<file path="src/tws_map.vh">
`ifndef TWS_MAP_VH
`define TWS_MAP_VH

// Register word indices (byte address = index * 4)
`define TWS_REG_CTRL 3'h0
`define TWS_REG_STATUS 3'h1
`define TWS_REG_RHR 3'h2
`define TWS_REG_COUNT 3'h3
`define TWS_REG_TOUT 3'h4
`define TWS_REG_TXD 3'h5

// Control fields
`define TWS_CTRL_EN 0
`define TWS_CTRL_SMBUS_ENABLE_BIT 1
`define TWS_CTRL_ERROR_CHECK_ENABLE_BIT 2
`define TWS_CTRL_CUP 3
`define TWS_CTRL_ACK 4
`define TWS_CTRL_STREN 5
`define TWS_CTRL_SODR 6
`define TWS_CTRL_ADR_LSB 8
`define TWS_CTRL_ADR_MSB 14
`define TWS_CTRL_MASK 32'h00007f7f

// Status fields
`define TWS_ST_RXRDY 0
`define TWS_ST_BTF 1
`define TWS_ST_DIR 2
`define TWS_ST_TCOMP 3
`define TWS_ST_REP 4
`define TWS_ST_PECERR 5
`define TWS_ST_TOUT 6
`define TWS_ST_ORUN 7
`define TWS_ST_MATCH 8
`define TWS_ST_HS 9
`define TWS_ST_NAK 10

// Reset values
`define TWS_CTRL_RST 32'h00000000
`define TWS_COUNT_RST 8'h00
`define TWS_TOUT_RST 16'h0000
`define TWS_TXD_RST 8'hff
`define TWS_CRC_RST 8'h00
`define TWS_SYNC_RST 3'h7

// Protocol constants
`define TWS_BITS_PER_BYTE 4'h8
`define TWS_BIT_ZERO 4'h0
`define TWS_BIT_STEP 4'h1
`define TWS_NB_STEP 8'h01
`define TWS_NB_ZERO 8'h00
`define TWS_CRC_POLY 8'h07
`define TWS_HS_PFX 5'h01
`define TWS_TENBIT_PFX 5'h1e
`define TWS_TOUT_STEP 16'h0001
`define TWS_TOUT_ZERO 16'h0000

`endif

</file>
<file path="src/tws_receive.v">
// Contract
// - Address match with write bit clears direction flag one cycle after match flag.
// - After address phase, bytes are received repeatedly, byte-done set per byte.
// - Byte counter counts up when count-up selected, otherwise down, per byte.
// - Ordinary received bytes answered ACK or NAK per software ack value.
// - With checking on, byte at counter zero is check byte, auto ACK/NAK.
// - STOP during addressed transfer sets transfer-complete flag.
// - Repeated START after being addressed sets repeated-start flag.
// - Ninth clock: master releases data, slave pulls low to acknowledge.
// - Receive-ready set while holding register full; doubles as DMA request.
// - Without data stretching, ack is driven as receive-ready rises.
// - Stretch-on-data holds clock low, loads holding register, sets byte-done.
// - Stretched ack waits for byte-done clear, drives ack value, frees clock.
// - Count-up from zero adds one per byte moved, showing DMA traffic.
// - SMBus enable selects SMBus operation with seven-bit addresses only.
// - Check enable turns on check handling; generator updates every bit always.
// - Received check byte mismatch sets error-check failure flag.
// - Transmitter sends generated check byte at counter zero; counter includes it.
// - SMBus timeout expiry releases bus lines and sets timeout flag.
// - START in sleep holds clock low until module clock runs, then proceeds.
// - High-speed master code as first byte selects high-speed mode until STOP.
// - Sleep wake: match wakes chip; mismatch drops clock request, back to sleep.
// - Stretching on: new byte with full holding register holds clock until read.
// - Stretching off: new byte with full holding register dropped, overrun set.
//
// Design decisions made here: the Avalon-MM register port and the register addresses.
`timescale 1ns/1ps
`default_nettype none
`include "tws_map.vh"

module tws_receive (
  input wire clk,
  input wire rst_n,
  input wire ce,
  input wire scl_in,
  output wire scl_out,
  output reg scl_oe,
  input wire sda_in,
  output wire sda_out,
  output reg sda_oe,
  input wire [4:0] avs_address,
  input wire avs_read,
  input wire avs_write,
  input wire [31:0] avs_writedata,
  input wire [3:0] avs_byteenable,
  output reg [31:0] avs_readdata,
  output reg avs_waitrequest,
  output wire dma_rx_req,
  output wire [7:0] dma_rx_data,
  input wire dma_rx_ack,
  input wire sleep_mode,
  input wire module_clock_ready,
  output reg module_clock_req,
  output reg chip_wake
);

  localparam ST_IDLE = 4'h0;
  localparam ST_WAKE = 4'h1;
  localparam ST_ADDR = 4'h2;
  localparam ST_AACK = 4'h3;
  localparam ST_RX = 4'h4;
  localparam ST_HFULL = 4'h5;
  localparam ST_HACK = 4'h6;
  localparam ST_RACK = 4'h7;
  localparam ST_TX = 4'h8;
  localparam ST_TACK = 4'h9;

  function [31:0] be_mask;
    input [3:0] be;
    begin
      be_mask = {{8{be[3]}}, {8{be[2]}}, {8{be[1]}}, {8{be[0]}}};
    end
  endfunction

  function [31:0] wmerge;
    input [31:0] old_v;
    input [31:0] new_v;
    input [3:0] be;
    begin
      wmerge = (old_v & ~be_mask(be)) | (new_v & be_mask(be));
    end
  endfunction

  function [7:0] crc_step;
    input [7:0] c;
    input b;
    begin
      crc_step = {c[6:0], 1'b0} ^ ((c[7] ^ b) ? `TWS_CRC_POLY : `TWS_CRC_RST);
    end
  endfunction

  reg [2:0] scl_sync;
  reg [2:0] sda_sync;
  reg scl_f;
  reg sda_f;
  reg scl_p;
  reg sda_p;
  reg [31:0] ctrl;
  reg [7:0] byte_counter;
  reg [15:0] tout_limit;
  reg [15:0] tout_cnt;
  reg [7:0] txd;
  reg [7:0] receive_holding_register;
  reg [7:0] shifter;
  reg [7:0] crc;
  reg [7:0] crc_saved;
  reg [3:0] state;
  reg [3:0] bit_cnt;
  reg rx_ready;
  reg byte_done;
  reg direction;
  reg tcomp;
  reg rep;
  reg pec_err;
  reg tout;
  reg orun;
  reg addr_match;
  reg hs_mode;
  reg nak_rx;
  reg addressed;
  reg in_frame;
  reg match_pend;
  reg dir_pend;
  reg pec_q;
  reg pec_ok_q;
  reg [31:0] rd_mux;
  reg [31:0] status_word;

  wire en = ctrl[`TWS_CTRL_EN];
  wire smbus_enable_bit = ctrl[`TWS_CTRL_SMBUS_ENABLE_BIT];
  wire cup = ctrl[`TWS_CTRL_CUP];
  wire ack_nak = ctrl[`TWS_CTRL_ACK];
  wire stren = ctrl[`TWS_CTRL_STREN];
  wire sodr = ctrl[`TWS_CTRL_SODR];
  wire [6:0] own_adr = ctrl[`TWS_CTRL_ADR_MSB:`TWS_CTRL_ADR_LSB];
  wire pec_mode = smbus_enable_bit & ctrl[`TWS_CTRL_ERROR_CHECK_ENABLE_BIT];

  wire scl_rise = scl_f & ~scl_p;
  wire scl_fall = ~scl_f & scl_p;
  wire start_det = scl_f & scl_p & sda_p & ~sda_f;
  wire stop_det = scl_f & scl_p & ~sda_p & sda_f;
  wire byte_end = scl_fall && (bit_cnt == `TWS_BITS_PER_BYTE);
  wire data_bit = scl_rise && (bit_cnt != `TWS_BITS_PER_BYTE);

  wire [7:0] nb_next = cup ? byte_counter + `TWS_NB_STEP : byte_counter - `TWS_NB_STEP;
  wire is_pec = pec_mode && (nb_next == `TWS_NB_ZERO);
  wire pec_ok = (shifter == crc_saved);
  wire ack_drive = is_pec ? pec_ok : ~ack_nak;
  wire accept = ((state == ST_RX && byte_end) || state == ST_HFULL) && !rx_ready;
  wire adr_ok = en && (shifter[7:1] == own_adr) && !(shifter[7:3] == `TWS_TENBIT_PFX);
  wire [7:0] tx_first = (pec_mode && byte_counter == `TWS_NB_ZERO) ? crc : txd;
  wire [7:0] tx_next = (pec_mode && nb_next == `TWS_NB_ZERO) ? crc : txd;

  wire [2:0] widx = avs_address[4:2];
  wire wr_done = avs_write & ~avs_waitrequest;
  wire wr_ctrl = wr_done && widx == `TWS_REG_CTRL;
  wire wr_status = wr_done && widx == `TWS_REG_STATUS;
  wire wr_count = wr_done && widx == `TWS_REG_COUNT;
  wire wr_tout = wr_done && widx == `TWS_REG_TOUT;
  wire wr_txd = wr_done && widx == `TWS_REG_TXD;
  wire [31:0] clr_bits = wr_status ? (avs_writedata & be_mask(avs_byteenable)) : 32'h00000000;
  wire rhr_read = (avs_read && !avs_waitrequest && widx == `TWS_REG_RHR) || dma_rx_ack;
  wire [31:0] count_wr = wmerge({24'h000000, byte_counter}, avs_writedata, avs_byteenable);
  wire [31:0] tout_wr = wmerge({16'h0000, tout_limit}, avs_writedata, avs_byteenable);
  wire [31:0] txd_wr = wmerge({24'h000000, txd}, avs_writedata, avs_byteenable);
  wire tout_hit = (tout_limit != `TWS_TOUT_ZERO) && (tout_cnt == tout_limit);

  assign scl_out = 1'b0;
  assign sda_out = 1'b0;
  assign dma_rx_req = rx_ready;
  assign dma_rx_data = receive_holding_register;

  always @* begin
    status_word = 32'h00000000;
    status_word[`TWS_ST_RXRDY] = rx_ready;
    status_word[`TWS_ST_BTF] = byte_done;
    status_word[`TWS_ST_DIR] = direction;
    status_word[`TWS_ST_TCOMP] = tcomp;
    status_word[`TWS_ST_REP] = rep;
    status_word[`TWS_ST_PECERR] = pec_err;
    status_word[`TWS_ST_TOUT] = tout;
    status_word[`TWS_ST_ORUN] = orun;
    status_word[`TWS_ST_MATCH] = addr_match;
    status_word[`TWS_ST_HS] = hs_mode;
    status_word[`TWS_ST_NAK] = nak_rx;
  end

  always @* begin
    case (widx)
      `TWS_REG_CTRL: rd_mux = ctrl;
      `TWS_REG_STATUS: rd_mux = status_word;
      `TWS_REG_RHR: rd_mux = {24'h000000, receive_holding_register};
      `TWS_REG_COUNT: rd_mux = {24'h000000, byte_counter};
      `TWS_REG_TOUT: rd_mux = {16'h0000, tout_limit};
      `TWS_REG_TXD: rd_mux = {24'h000000, txd};
      default: rd_mux = 32'h00000000;
    endcase
  end

  // Line synchronisers; a level counts once second and third stage agree
  always @(posedge clk or negedge rst_n) begin
    if (!rst_n) begin
      scl_sync <= `TWS_SYNC_RST;
      sda_sync <= `TWS_SYNC_RST;
      scl_f <= 1'b1;
      sda_f <= 1'b1;
      scl_p <= 1'b1;
      sda_p <= 1'b1;
    end else if (ce) begin
      scl_sync <= {scl_sync[1:0], scl_in};
      sda_sync <= {sda_sync[1:0], sda_in};
      if (scl_sync[1] == scl_sync[2]) begin
        scl_f <= scl_sync[2];
      end
      if (sda_sync[1] == sda_sync[2]) begin
        sda_f <= sda_sync[2];
      end
      scl_p <= scl_f;
      sda_p <= sda_f;
    end
  end

  // Bus slave: one wait cycle; read data loads as waitrequest drops, write takes effect at the next edge
  always @(posedge clk or negedge rst_n) begin
    if (!rst_n) begin
      avs_waitrequest <= 1'b1;
      avs_readdata <= 32'h00000000;
      ctrl <= `TWS_CTRL_RST;
      tout_limit <= `TWS_TOUT_RST;
      txd <= `TWS_TXD_RST;
    end else if (ce) begin
      if ((avs_read | avs_write) && avs_waitrequest) begin
        avs_waitrequest <= 1'b0;
        avs_readdata <= rd_mux;
      end else begin
        avs_waitrequest <= 1'b1;
      end
      if (wr_ctrl) begin
        ctrl <= wmerge(ctrl, avs_writedata, avs_byteenable) & `TWS_CTRL_MASK;
      end
      if (wr_tout) begin
        tout_limit <= tout_wr[15:0];
      end
      if (wr_txd) begin
        txd <= txd_wr[7:0];
      end
    end
  end

  // SMBus low-time counter
  always @(posedge clk or negedge rst_n) begin
    if (!rst_n) begin
      tout_cnt <= `TWS_TOUT_ZERO;
    end else if (ce) begin
      if (!in_frame || !smbus_enable_bit || scl_f || tout_hit) begin
        tout_cnt <= `TWS_TOUT_ZERO;
      end else begin
        tout_cnt <= tout_cnt + `TWS_TOUT_STEP;
      end
    end
  end

  always @(posedge clk or negedge rst_n) begin
    if (!rst_n) begin
      state <= ST_IDLE;
      bit_cnt <= `TWS_BIT_ZERO;
      shifter <= `TWS_CRC_RST;
      crc <= `TWS_CRC_RST;
      crc_saved <= `TWS_CRC_RST;
      receive_holding_register <= `TWS_CRC_RST;
      byte_counter <= `TWS_COUNT_RST;
      scl_oe <= 1'b0;
      sda_oe <= 1'b0;
      rx_ready <= 1'b0;
      byte_done <= 1'b0;
      direction <= 1'b0;
      tcomp <= 1'b0;
      rep <= 1'b0;
      pec_err <= 1'b0;
      tout <= 1'b0;
      orun <= 1'b0;
      addr_match <= 1'b0;
      hs_mode <= 1'b0;
      nak_rx <= 1'b0;
      addressed <= 1'b0;
      in_frame <= 1'b0;
      match_pend <= 1'b0;
      dir_pend <= 1'b0;
      pec_q <= 1'b0;
      pec_ok_q <= 1'b0;
      module_clock_req <= 1'b0;
      chip_wake <= 1'b0;
    end else if (ce) begin
      // Software clears first; hardware sets below win in the same cycle
      if (clr_bits[`TWS_ST_BTF]) byte_done <= 1'b0;
      if (clr_bits[`TWS_ST_TCOMP]) tcomp <= 1'b0;
      if (clr_bits[`TWS_ST_REP]) rep <= 1'b0;
      if (clr_bits[`TWS_ST_PECERR]) pec_err <= 1'b0;
      if (clr_bits[`TWS_ST_TOUT]) tout <= 1'b0;
      if (clr_bits[`TWS_ST_ORUN]) orun <= 1'b0;
      if (clr_bits[`TWS_ST_MATCH]) addr_match <= 1'b0;
      if (clr_bits[`TWS_ST_NAK]) nak_rx <= 1'b0;
      if (rhr_read) rx_ready <= 1'b0;
      if (wr_count) byte_counter <= count_wr[7:0];
      if (!sleep_mode) begin
        module_clock_req <= 1'b0;
        chip_wake <= 1'b0;
      end
      match_pend <= 1'b0;
      if (match_pend) begin
        direction <= dir_pend;
      end
      if (data_bit && (state == ST_ADDR || state == ST_RX || state == ST_TX)) begin
        crc <= crc_step(crc, sda_f);
      end
      if (accept) begin
        receive_holding_register <= shifter;
        rx_ready <= 1'b1;
        byte_done <= 1'b1;
        if (!wr_count) byte_counter <= nb_next;
        if (is_pec && !pec_ok) pec_err <= 1'b1;
        pec_q <= is_pec;
        pec_ok_q <= pec_ok;
        if (sodr) begin
          scl_oe <= 1'b1;
          state <= ST_HACK;
        end else begin
          sda_oe <= ack_drive;
          state <= ST_RACK;
        end
      end
      case (state)
        ST_IDLE: begin
        end
        ST_WAKE: begin
          if (module_clock_ready) begin
            scl_oe <= 1'b0;
            state <= ST_ADDR;
          end
        end
        ST_ADDR: begin
          if (data_bit) begin
            shifter <= {shifter[6:0], sda_f};
            bit_cnt <= bit_cnt + `TWS_BIT_STEP;
          end else if (byte_end) begin
            if (!hs_mode && shifter[7:3] == `TWS_HS_PFX) begin
              hs_mode <= 1'b1;
              state <= ST_IDLE;
            end else if (adr_ok) begin
              addr_match <= 1'b1;
              match_pend <= 1'b1;
              dir_pend <= shifter[0];
              addressed <= 1'b1;
              sda_oe <= 1'b1;
              if (sleep_mode) chip_wake <= 1'b1;
              state <= ST_AACK;
            end else begin
              if (sleep_mode) module_clock_req <= 1'b0;
              state <= ST_IDLE;
            end
          end
        end
        ST_AACK: begin
          if (scl_fall) begin
            bit_cnt <= `TWS_BIT_ZERO;
            if (dir_pend) begin
              shifter <= tx_first;
              sda_oe <= ~tx_first[7];
              state <= ST_TX;
            end else begin
              sda_oe <= 1'b0;
              state <= ST_RX;
            end
          end
        end
        ST_RX: begin
          if (data_bit) begin
            if (bit_cnt == `TWS_BIT_ZERO) crc_saved <= crc;
            shifter <= {shifter[6:0], sda_f};
            bit_cnt <= bit_cnt + `TWS_BIT_STEP;
          end else if (byte_end && rx_ready) begin
            if (stren) begin
              scl_oe <= 1'b1;
              state <= ST_HFULL;
            end else begin
              orun <= 1'b1;
              sda_oe <= ~ack_nak;
              state <= ST_RACK;
            end
          end
        end
        ST_HFULL: begin
        end
        ST_HACK: begin
          if (!byte_done) begin
            sda_oe <= pec_q ? pec_ok_q : ~ack_nak;
            state <= ST_RACK;
          end
        end
        ST_RACK: begin
          // Clock freed a cycle after the ack level, for data setup
          scl_oe <= 1'b0;
          if (scl_fall) begin
            sda_oe <= 1'b0;
            bit_cnt <= `TWS_BIT_ZERO;
            state <= ST_RX;
          end
        end
        ST_TX: begin
          if (data_bit) begin
            bit_cnt <= bit_cnt + `TWS_BIT_STEP;
          end else if (byte_end) begin
            sda_oe <= 1'b0;
            state <= ST_TACK;
          end else if (scl_fall) begin
            shifter <= {shifter[6:0], 1'b0};
            sda_oe <= ~shifter[6];
          end
        end
        ST_TACK: begin
          if (scl_rise) begin
            nak_rx <= sda_f;
          end else if (scl_fall) begin
            byte_done <= 1'b1;
            if (!wr_count) byte_counter <= nb_next;
            bit_cnt <= `TWS_BIT_ZERO;
            if (nak_rx) begin
              state <= ST_IDLE;
            end else begin
              shifter <= tx_next;
              sda_oe <= ~tx_next[7];
              state <= ST_TX;
            end
          end
        end
        default: begin
          state <= ST_IDLE;
        end
      endcase
      if (start_det) begin
        if (addressed) rep <= 1'b1;
        if (!in_frame) crc <= `TWS_CRC_RST;
        in_frame <= 1'b1;
        addressed <= 1'b0;
        sda_oe <= 1'b0;
        bit_cnt <= `TWS_BIT_ZERO;
        if (sleep_mode && !module_clock_ready) begin
          module_clock_req <= 1'b1;
          scl_oe <= 1'b1;
          state <= ST_WAKE;
        end else begin
          if (sleep_mode) module_clock_req <= 1'b1;
          scl_oe <= 1'b0;
          state <= ST_ADDR;
        end
      end else if (stop_det) begin
        if (addressed) tcomp <= 1'b1;
        addressed <= 1'b0;
        in_frame <= 1'b0;
        hs_mode <= 1'b0;
        sda_oe <= 1'b0;
        scl_oe <= 1'b0;
        state <= ST_IDLE;
      end
      if (tout_hit) begin
        tout <= 1'b1;
        sda_oe <= 1'b0;
        scl_oe <= 1'b0;
        addressed <= 1'b0;
        in_frame <= 1'b0;
        state <= ST_IDLE;
      end
    end
  end

endmodule // tws_receive

`default_nettype wire

</file>
<file path="config.mk">
export PLATFORM = sky130hd
export DESIGN_NAME = tws_receive
export DESIGN_NICKNAME = d
export VERILOG_FILES = /design/src/tws_receive.v
export VERILOG_INCLUDE_DIRS = /design/src
export SDC_FILE = /design/constraint.sdc
export NUM_CORES = 1
export LEC_CHECK = 0
export ABC_AREA = 1
export BUFFER_PORTS_ARGS = -buffer_cell sky130_fd_sc_hd__buf_2
export CAP_MARGIN = 0
export CORE_UTILIZATION = 59
export DETAILED_ROUTE_END_ITERATION = 7
export PLACE_DENSITY = 0.82
export SLEW_MARGIN = 20
export SYNTH_ARGS = -nofsm -noshare
export SYNTH_HDL_FRONTEND = slang
export SYNTH_SLANG_ARGS = --single-unit
</file>
<file path="constraint.sdc">
create_clock -name clk -period 3.3 [get_ports clk]
set_clock_uncertainty 0.15 [all_clocks]
set_input_delay 0.66 -clock clk [delete_from_list [all_inputs] [get_ports clk]]
set_output_delay 0.66 -clock clk [all_outputs]
set_load 0.01 [all_outputs]
</file>
==> impl_metrics.csv, run 1 <==
group,metric,value,unit
placement,dp.cells,1360,
sta,fmaxAchievable,334,MHz
detailed_routing,drc_errors,0,
logic_synthesis,postSynth.asyncResetShare,100,%
power,power,6.36,mW
global_route,grt_pass1_vias,7584,
power,p_per_area,658,mW/mm^2
placement,port_buffers,60,
die,core_area,0.0141,mm^2
sta,tightest_slew,0.871,ns
die,dieArea,0.0152,mm^2
die,io_pins,99,
cts,clk-insertion-delay-late,0.43,ns
setup_path,cp_num_buf_inv,2,
sta,rsz0062_at_grt,"no",
cts,clk_path_buf_depth,2,
sta,hold_ws,0.0379,ns
logic_synthesis,synth-xor-area-share,2.12,%
power,ir_worst_vdd,409,uV
cts,cts_root_buffer,"clkbuf_16",
die,die_x,123,um
logic_synthesis,synth_compound_area_share,17.4,%
cts,htreeDepth,4,
setup_path,cp_top_family,"simple AND/OR/NAND/NOR gates",
logic_synthesis,synth_warnings,0,
final_layout,area_growth,11.4,%
sta,setup_viol,0,
logic_synthesis,synthAdderAreaFrac,1.68,%
sta,period_share,90.8,%
logic_synthesis,synthSimpleGateAreaFrac,24.8,%
setup_path,cp.required,3.45,ns
cts,cts_buffers,17,
cts,cts.reportedPaths.clkPinSlew,0.07,ns
detailed_routing,drtIter0Drc,934,
setup_path,cp_max_fo,8,
run_status,status,"finished clean",
logic_synthesis,synth_top_family_by_area,"simple AND/OR/NAND/NOR gates",
placement,placed_area,0.00910,mm^2
final_layout,num_antenna_cells,0,
final_layout,drive_above_1_share,14.3,%
detailed_routing,drt-vias-per-instance,5.97,
sta,max-slew-margin-rel,41.7,%
global_route,grt_pass1_wl,39000,um
setup_path,worst_setup_path_end_kind,"flop",
job,cap_violations,0,
sta,min_period,3.00,ns
cts,cts_resized,0,
detailed_routing,dr.pass1.iters,6,
logic_synthesis,syn_area,0.00866,mm^2
sta,maxSlewViolCount,0,
final_layout,design_area,0.00965,mm^2
sta,hold_viol_final,0,
sta,worst_slack,0.304,ns
setup_path,start_kind,"flop",
logic_synthesis,synthMuxAreaShare,0.650,%
setup_path,crit_type,"flop to flop",
logic_synthesis,synth-edff-count,0,
setup_path,slowest_stage,"dfrtp_1",
setup_path,critPathMaxStageDelay,0.42,ns
cts,cts_tree,"done",
logic_synthesis,synth-seq-cells,150,
setup_path,crit_arrival,3.15,ns
setup_path,crit_chain,"inv_1 -> ha_1 -> nand2_1 -> inv_1 -> a21oi_1 -> nand2_1 -> nand2_1 -> nand2_1 -> nor2_1 -> nand2_1 -> nand2_1 -> a21oi_1 -> o21ai_1 -> o21ai_1",
die,fp.dieH,123,um
detailed_routing,drt_wl_total,24900,um
placement,hpwlAfterDp,18400,um
logic_synthesis,ys_seq_area_share,43.6,%
cts,hold_buffers,0,
die,num_rows,43,
global_route,antenna_found_initial,0,
logic_synthesis,synth_cell_types,60,
power,leakage,4.72,nW
global_route,grt_usage,34.3,%
logic_synthesis,synth_top_flop_cell,"dfrtp_1",
die,initial_core_util,61.5,%
detailed_routing,num_vias,8305,
placement,post-place-ws,0.335,ns
hold_path,hold_path.class,"input pin to asynchronous set/reset pin",
logic_synthesis,avgSynthCellArea,7.61,um^2
global_route,gr-total-overflow,0,
setup_path,crit_top_cell,"nand2_1",
logic_synthesis,synth_cells,1138,
placement,gp_congestion,0.991,
sta,finalSetupTns,0,ns
final_layout,finalNonFillerCells,1392,
final_layout,final_nets,1261,
global_route,grt_max_degree,63,
cts,post_cts_buffers,0,
detailed_routing,wl_per_cell,17.9,um
final_layout,fin_util,68.5,%
cts,clock-sinks,150,
detailed_routing,antenna_left,0,
## synthesized netlist by cell type (9+ instances only)
| master | number | area share, % |
|---|---|---|
| nor3_1 | 19 | 1.1 |
| nand2_1 | 263 | 11 |
| o22ai_1 | 25 | 1.8 |
| xor2_1 | 12 | 1.2 |
| buf_4 | 20 | 1.7 |
| inv_2 | 11 | 0.48 |
| o21ai_0 | 108 | 6.2 |
| ha_1 | 10 | 1.4 |
| nand4_1 | 15 | 1.1 |
| a31oi_1 | 9 | 0.65 |
| nand3_1 | 42 | 2.4 |
| o211ai_1 | 9 | 0.78 |
| nor2_1 | 107 | 4.6 |
| dfstp_2 | 19 | 5.8 |
| xnor2_1 | 9 | 0.91 |
| inv_1 | 137 | 5.9 |
| o21ai_1 | 10 | 0.58 |
| a21oi_1 | 62 | 3.6 |
| clkbuf_1 | 21 | 0.91 |
| dfrtp_1 | 131 | 38 |
## per-layer routing
metal / GRT usage (%) / part of all wire, % / vias up
li1: - / - / 3850
met1: 46.9 / 42 / 3898
met2: 53.3 / 45 / 475
met3: 7.20 / 9.1 / 82
met4: 13.8 / 3.6 / 0
met5: 0 / 0 / -
## cell usage in the layout (no fill, tap or decap), types with 4 or more instances in the layout
master,count
clkbuf_16,17
xnor2_1,9
dfrtp_1,131
inv_2,11
nor3_1,19
o21ai_1,10
a31oi_1,9
o21ai_0,108
nand2_1,263
buf_2,59
nor4_1,4
conb_1,18
or2_2,5
buf_4,13
a21oi_1,62
a221oi_1,8
dfstp_2,19
a22oi_1,6
nor2_2,7
o211ai_1,9
nand3_1,42
nand4_1,15
nor3b_1,4
a211oi_1,8
nand2_2,5
inv_1,137
nor2_4,4
ha_1,10
clkbuf_8,4
nor2_1,107
o22ai_1,25
xor2_1,12
## cell families after synthesis
kind of cell,after synthesis
other cells,1
compound gates,262
buf+inv,199
xor+xnor,21
flops,150
fa+ha+maj,11
simple gates,490
mux,4
## path summary, 6_finish.rpt
| check | start | to | slack (ns) | cells after the start |
|---|---|---|---|---|
| setup / recovery | flop | shifter[7] | 0.30 | 14 |
| hold reg to reg | sda_sync[2] | sda_sync[2] | 0.32 | 2 |
| hold / removal | rst_n | tout_cnt[15] | 0.04 | 1 |
| setup reg to reg | flop | shifter[7] | 0.30 | 14 |
| min in group clk | avs_writedata[15] | flop | 0.29 | 3 |
| max in group asynchronous | rst_n | crc_saved[3] | 2.09 | 2 |
## area by class of cell
class | count | area (um^2)
Fill cell | 1177 | 4440
Multi-Input combinational cell | 806 | 4100
Sequential cell | 150 | 3780
Inverter | 150 | 567
Clock buffer | 23 | 488
Timing Repair Buffer | 74 | 424
Tap cell | 180 | 225
Clock inverter | 9 | 67.6
## power by group
group          internal, mW  leakage [nW]  switching [mW]  total, mW
combinational         0.691          2.61            1.24       1.93
sequential             2.20          1.84           0.388       2.58
clock                  1.05         0.267           0.791       1.84
Note: power is estimated with default switching activity, not from simulation.
==> inputs of run 2 (changes only) <==
--- a/config.mk
+++ b/config.mk
@@ -7,10 +7,11 @@
 export NUM_CORES = 1
 export LEC_CHECK = 0
 export ABC_AREA = 1
-export BUFFER_PORTS_ARGS = -buffer_cell sky130_fd_sc_hd__buf_2
+export BUFFER_PORTS_ARGS = -buffer_cell sky130_fd_sc_hd__buf_4
 export CAP_MARGIN = 0
 export CORE_UTILIZATION = 59
 export DETAILED_ROUTE_END_ITERATION = 7
+export GPL_TIMING_DRIVEN = 0
 export PLACE_DENSITY = 0.82
 export SLEW_MARGIN = 20
 export SYNTH_ARGS = -nofsm -noshare
==> run 2 against run 1 <==
Effect of this change: global-route usage rose by 1.9 points; critical endpoint unchanged; maximum frequency fell by 2.5%; combinational power rose by 7%; setup slack got worse by 0.076 ns; critical path type unchanged; clock power rose by 15%; highest routed layer unchanged; hold slack got worse by 0.025 ns; non-clock buffer count rose by 35; register-to-register slack got worse by 0.08 ns.
==> impl_metrics.csv, run 2 (synthesized netlist as in run 1, its figures left out) <==
group,metric,value,unit
run_status,status,"finished clean",
job,cap_violations,0,
die,num_rows,43,
cts,cts_root_buffer,"clkbuf_16",
setup_path,crit_arrival,3.23,ns
die,initial_core_util,61.5,%
power,combPwrFrac,30.8,%
die,fp.dieH,123,um
detailed_routing,num_vias,8515,
placement,hpwlAfterDp,19500,um
detailed_routing,drt-vias-per-instance,5.97,
sta,period_share,93.1,%
global_route,antenna_found_initial,0,
cts,clk_path_buf_depth,2,
setup_path,start_kind,"flop",
final_layout,drive_above_1_share,14.9,%
global_route,gr-total-overflow,0,
detailed_routing,drt_wl_total,26300,um
power,seq_power_share,37.7,%
power,ir_worst_vdd,431,uV
setup_path,cp_max_fo,8,
power,leakage,4.89,nW
setup_path,slowest_stage,"dfrtp_1",
detailed_routing,drc_errors,0,
placement,post-place-ws,0.335,ns
final_layout,layout_common_cells,"nand2_1, inv_1, dfrtp_1, o21ai_0, nor2_1",
cts,cts_buffers,17,
die,core_area,0.0141,mm^2
setup_path,worst_setup_path_end_kind,"flop",
sta,rsz0062_at_grt,"no",
power,clkPwrFrac,31.5,%
power,internal-power,4.26,mW
sta,finalSetupTns,0,ns
global_route,grt_pass1_vias,7877,
setup_path,cp.required,3.46,ns
die,die_x,123,um
detailed_routing,drtIter0Drc,1057,
final_layout,final_nets,1296,
sta,hold_viol_final,0,
final_layout,fill_cells,1140,
final_layout,ff_latch_area,0.00378,mm^2
cts,clk-insertion-delay-late,0.44,ns
cts,clock-sinks,150,
global_route,grt_max_degree,84,
final_layout,area_growth,16.1,%
power,power,6.74,mW
sta,max-slew-margin-rel,44.4,%
power,switchingPower,2.48,mW
cts,post_cts_buffers,0,
cts,cts_resized,0,
sta,hold_ws,0.0128,ns
hold_path,hold_path.class,"input pin to asynchronous set/reset pin",
cts,htreeDepth,4,
cts,cts.reportedPaths.clkPinSlew,0.06,ns
die,dieArea,0.0152,mm^2
global_route,grt_pass1_wl,41000,um
setup_path,crit_top_cell,"nand2_1",
placement,port_buffers,59,
sta,min_period,3.07,ns
sta,setup_viol,0,
sta,tightest_slew,0.813,ns
final_layout,multiInputGateArea,0.00410,mm^2
power,p_per_area,670,mW/mm^2
cts,cts_tree,"done",
sta,fmaxAchievable,326,MHz
setup_path,crit_chain,"inv_1 -> ha_1 -> nand2_1 -> inv_1 -> a21oi_1 -> nand2_1 -> nand2_1 -> nand2_1 -> nor2_1 -> nand2_1 -> nand2_1 -> a21oi_1 -> o21ai_1 -> o21ai_1",
final_layout,num_antenna_cells,0,
die,io_pins,99,
setup_path,reg2reg_depth,14,
placement,gp_congestion,1.01,
sta,maxSlewViolCount,0,
global_route,grt_usage,36.2,%
detailed_routing,dr.pass1.iters,6,
detailed_routing,wl_per_cell,18.4,um
setup_path,critPathMaxStageDelay,0.42,ns
sta,worst_slack,0.228,ns
final_layout,final_common_cell,"nand2_1",
detailed_routing,antenna_left,0,
setup_path,crit_type,"flop to flop",
power,swShare,36.8,%
cts,hold_buffers,0,
run 2: final timing paths:
kind | from | end | slack, ns
setup / recovery | flop | shifter[7] | 0.23
hold / removal | rst_n | tout_cnt[14] | 0.01
setup reg to reg | flop | shifter[7] | 0.23
hold reg to reg | scl_sync[2] | scl_sync[2] | 0.32
max in group asynchronous | rst_n | asynchronous set/reset pin | 2.18
min in group clk | scl_in | scl_sync[0] | 0.30
run 2: per-layer routing:
metal / global-route usage [%] / vias up / wire [um]
met1: 47.7 / 4036 / 10700
met3: 8.67 / 84 / 2600
li1: - / 3921 / -
met5: 0 / - / 0
met4: 16.7 / 0 / 1060
met2: 56.4 / 474 / 12000
run 2: cell type report:
class / instances / area share (%)
sequential: 150 / 37.5
buffer: 49 / 2.79
clock buffer: 21 / 4.58
multi-input combinational: 806 / 40.8
inverter: 150 / 5.63
clock inverter: 11 / 1.70
tap: 180 / 2.24
timing repair buffer: 60 / 4.75
run 2: worst max-delay path, delay by kind of cell, from the launching register on:
kind	cells	cell delay (ns)
adder cells (fa/ha/maj)	1	0.35
AND/OR/NAND/NOR	7	1.07
flip-flops	1	0.42
buffers and inverters	2	0.38
AO/OA/AOI/OAI	4	0.60
run 2: power groups by stage:
stage	registers, mW	logic [mW]	clock network, mW
3_3_place_gp	2.54	1.96	0
2_1_floorplan	2.46	1.42	0
5_1_grt	2.57	2.31	2.19
4_1_cts	2.53	2.04	2.12
6_report	2.54	2.07	2.12
3_5_place_dp	2.55	2.02	0
run 2: through the flow:
| step | util, % | std cells | cell area [um^2] |
|---|---|---|---|
| CTS | 71.4 | 1427 | 10100 |
| global placement | 66.7 | 1394 | 9400 |
| detailed placement | 66.9 | 1395 | 9430 |
| finish | 71.4 | 1427 | 10100 |
| global route | 71.4 | 1427 | 10100 |
| floorplan | - | 1155 | 8730 |
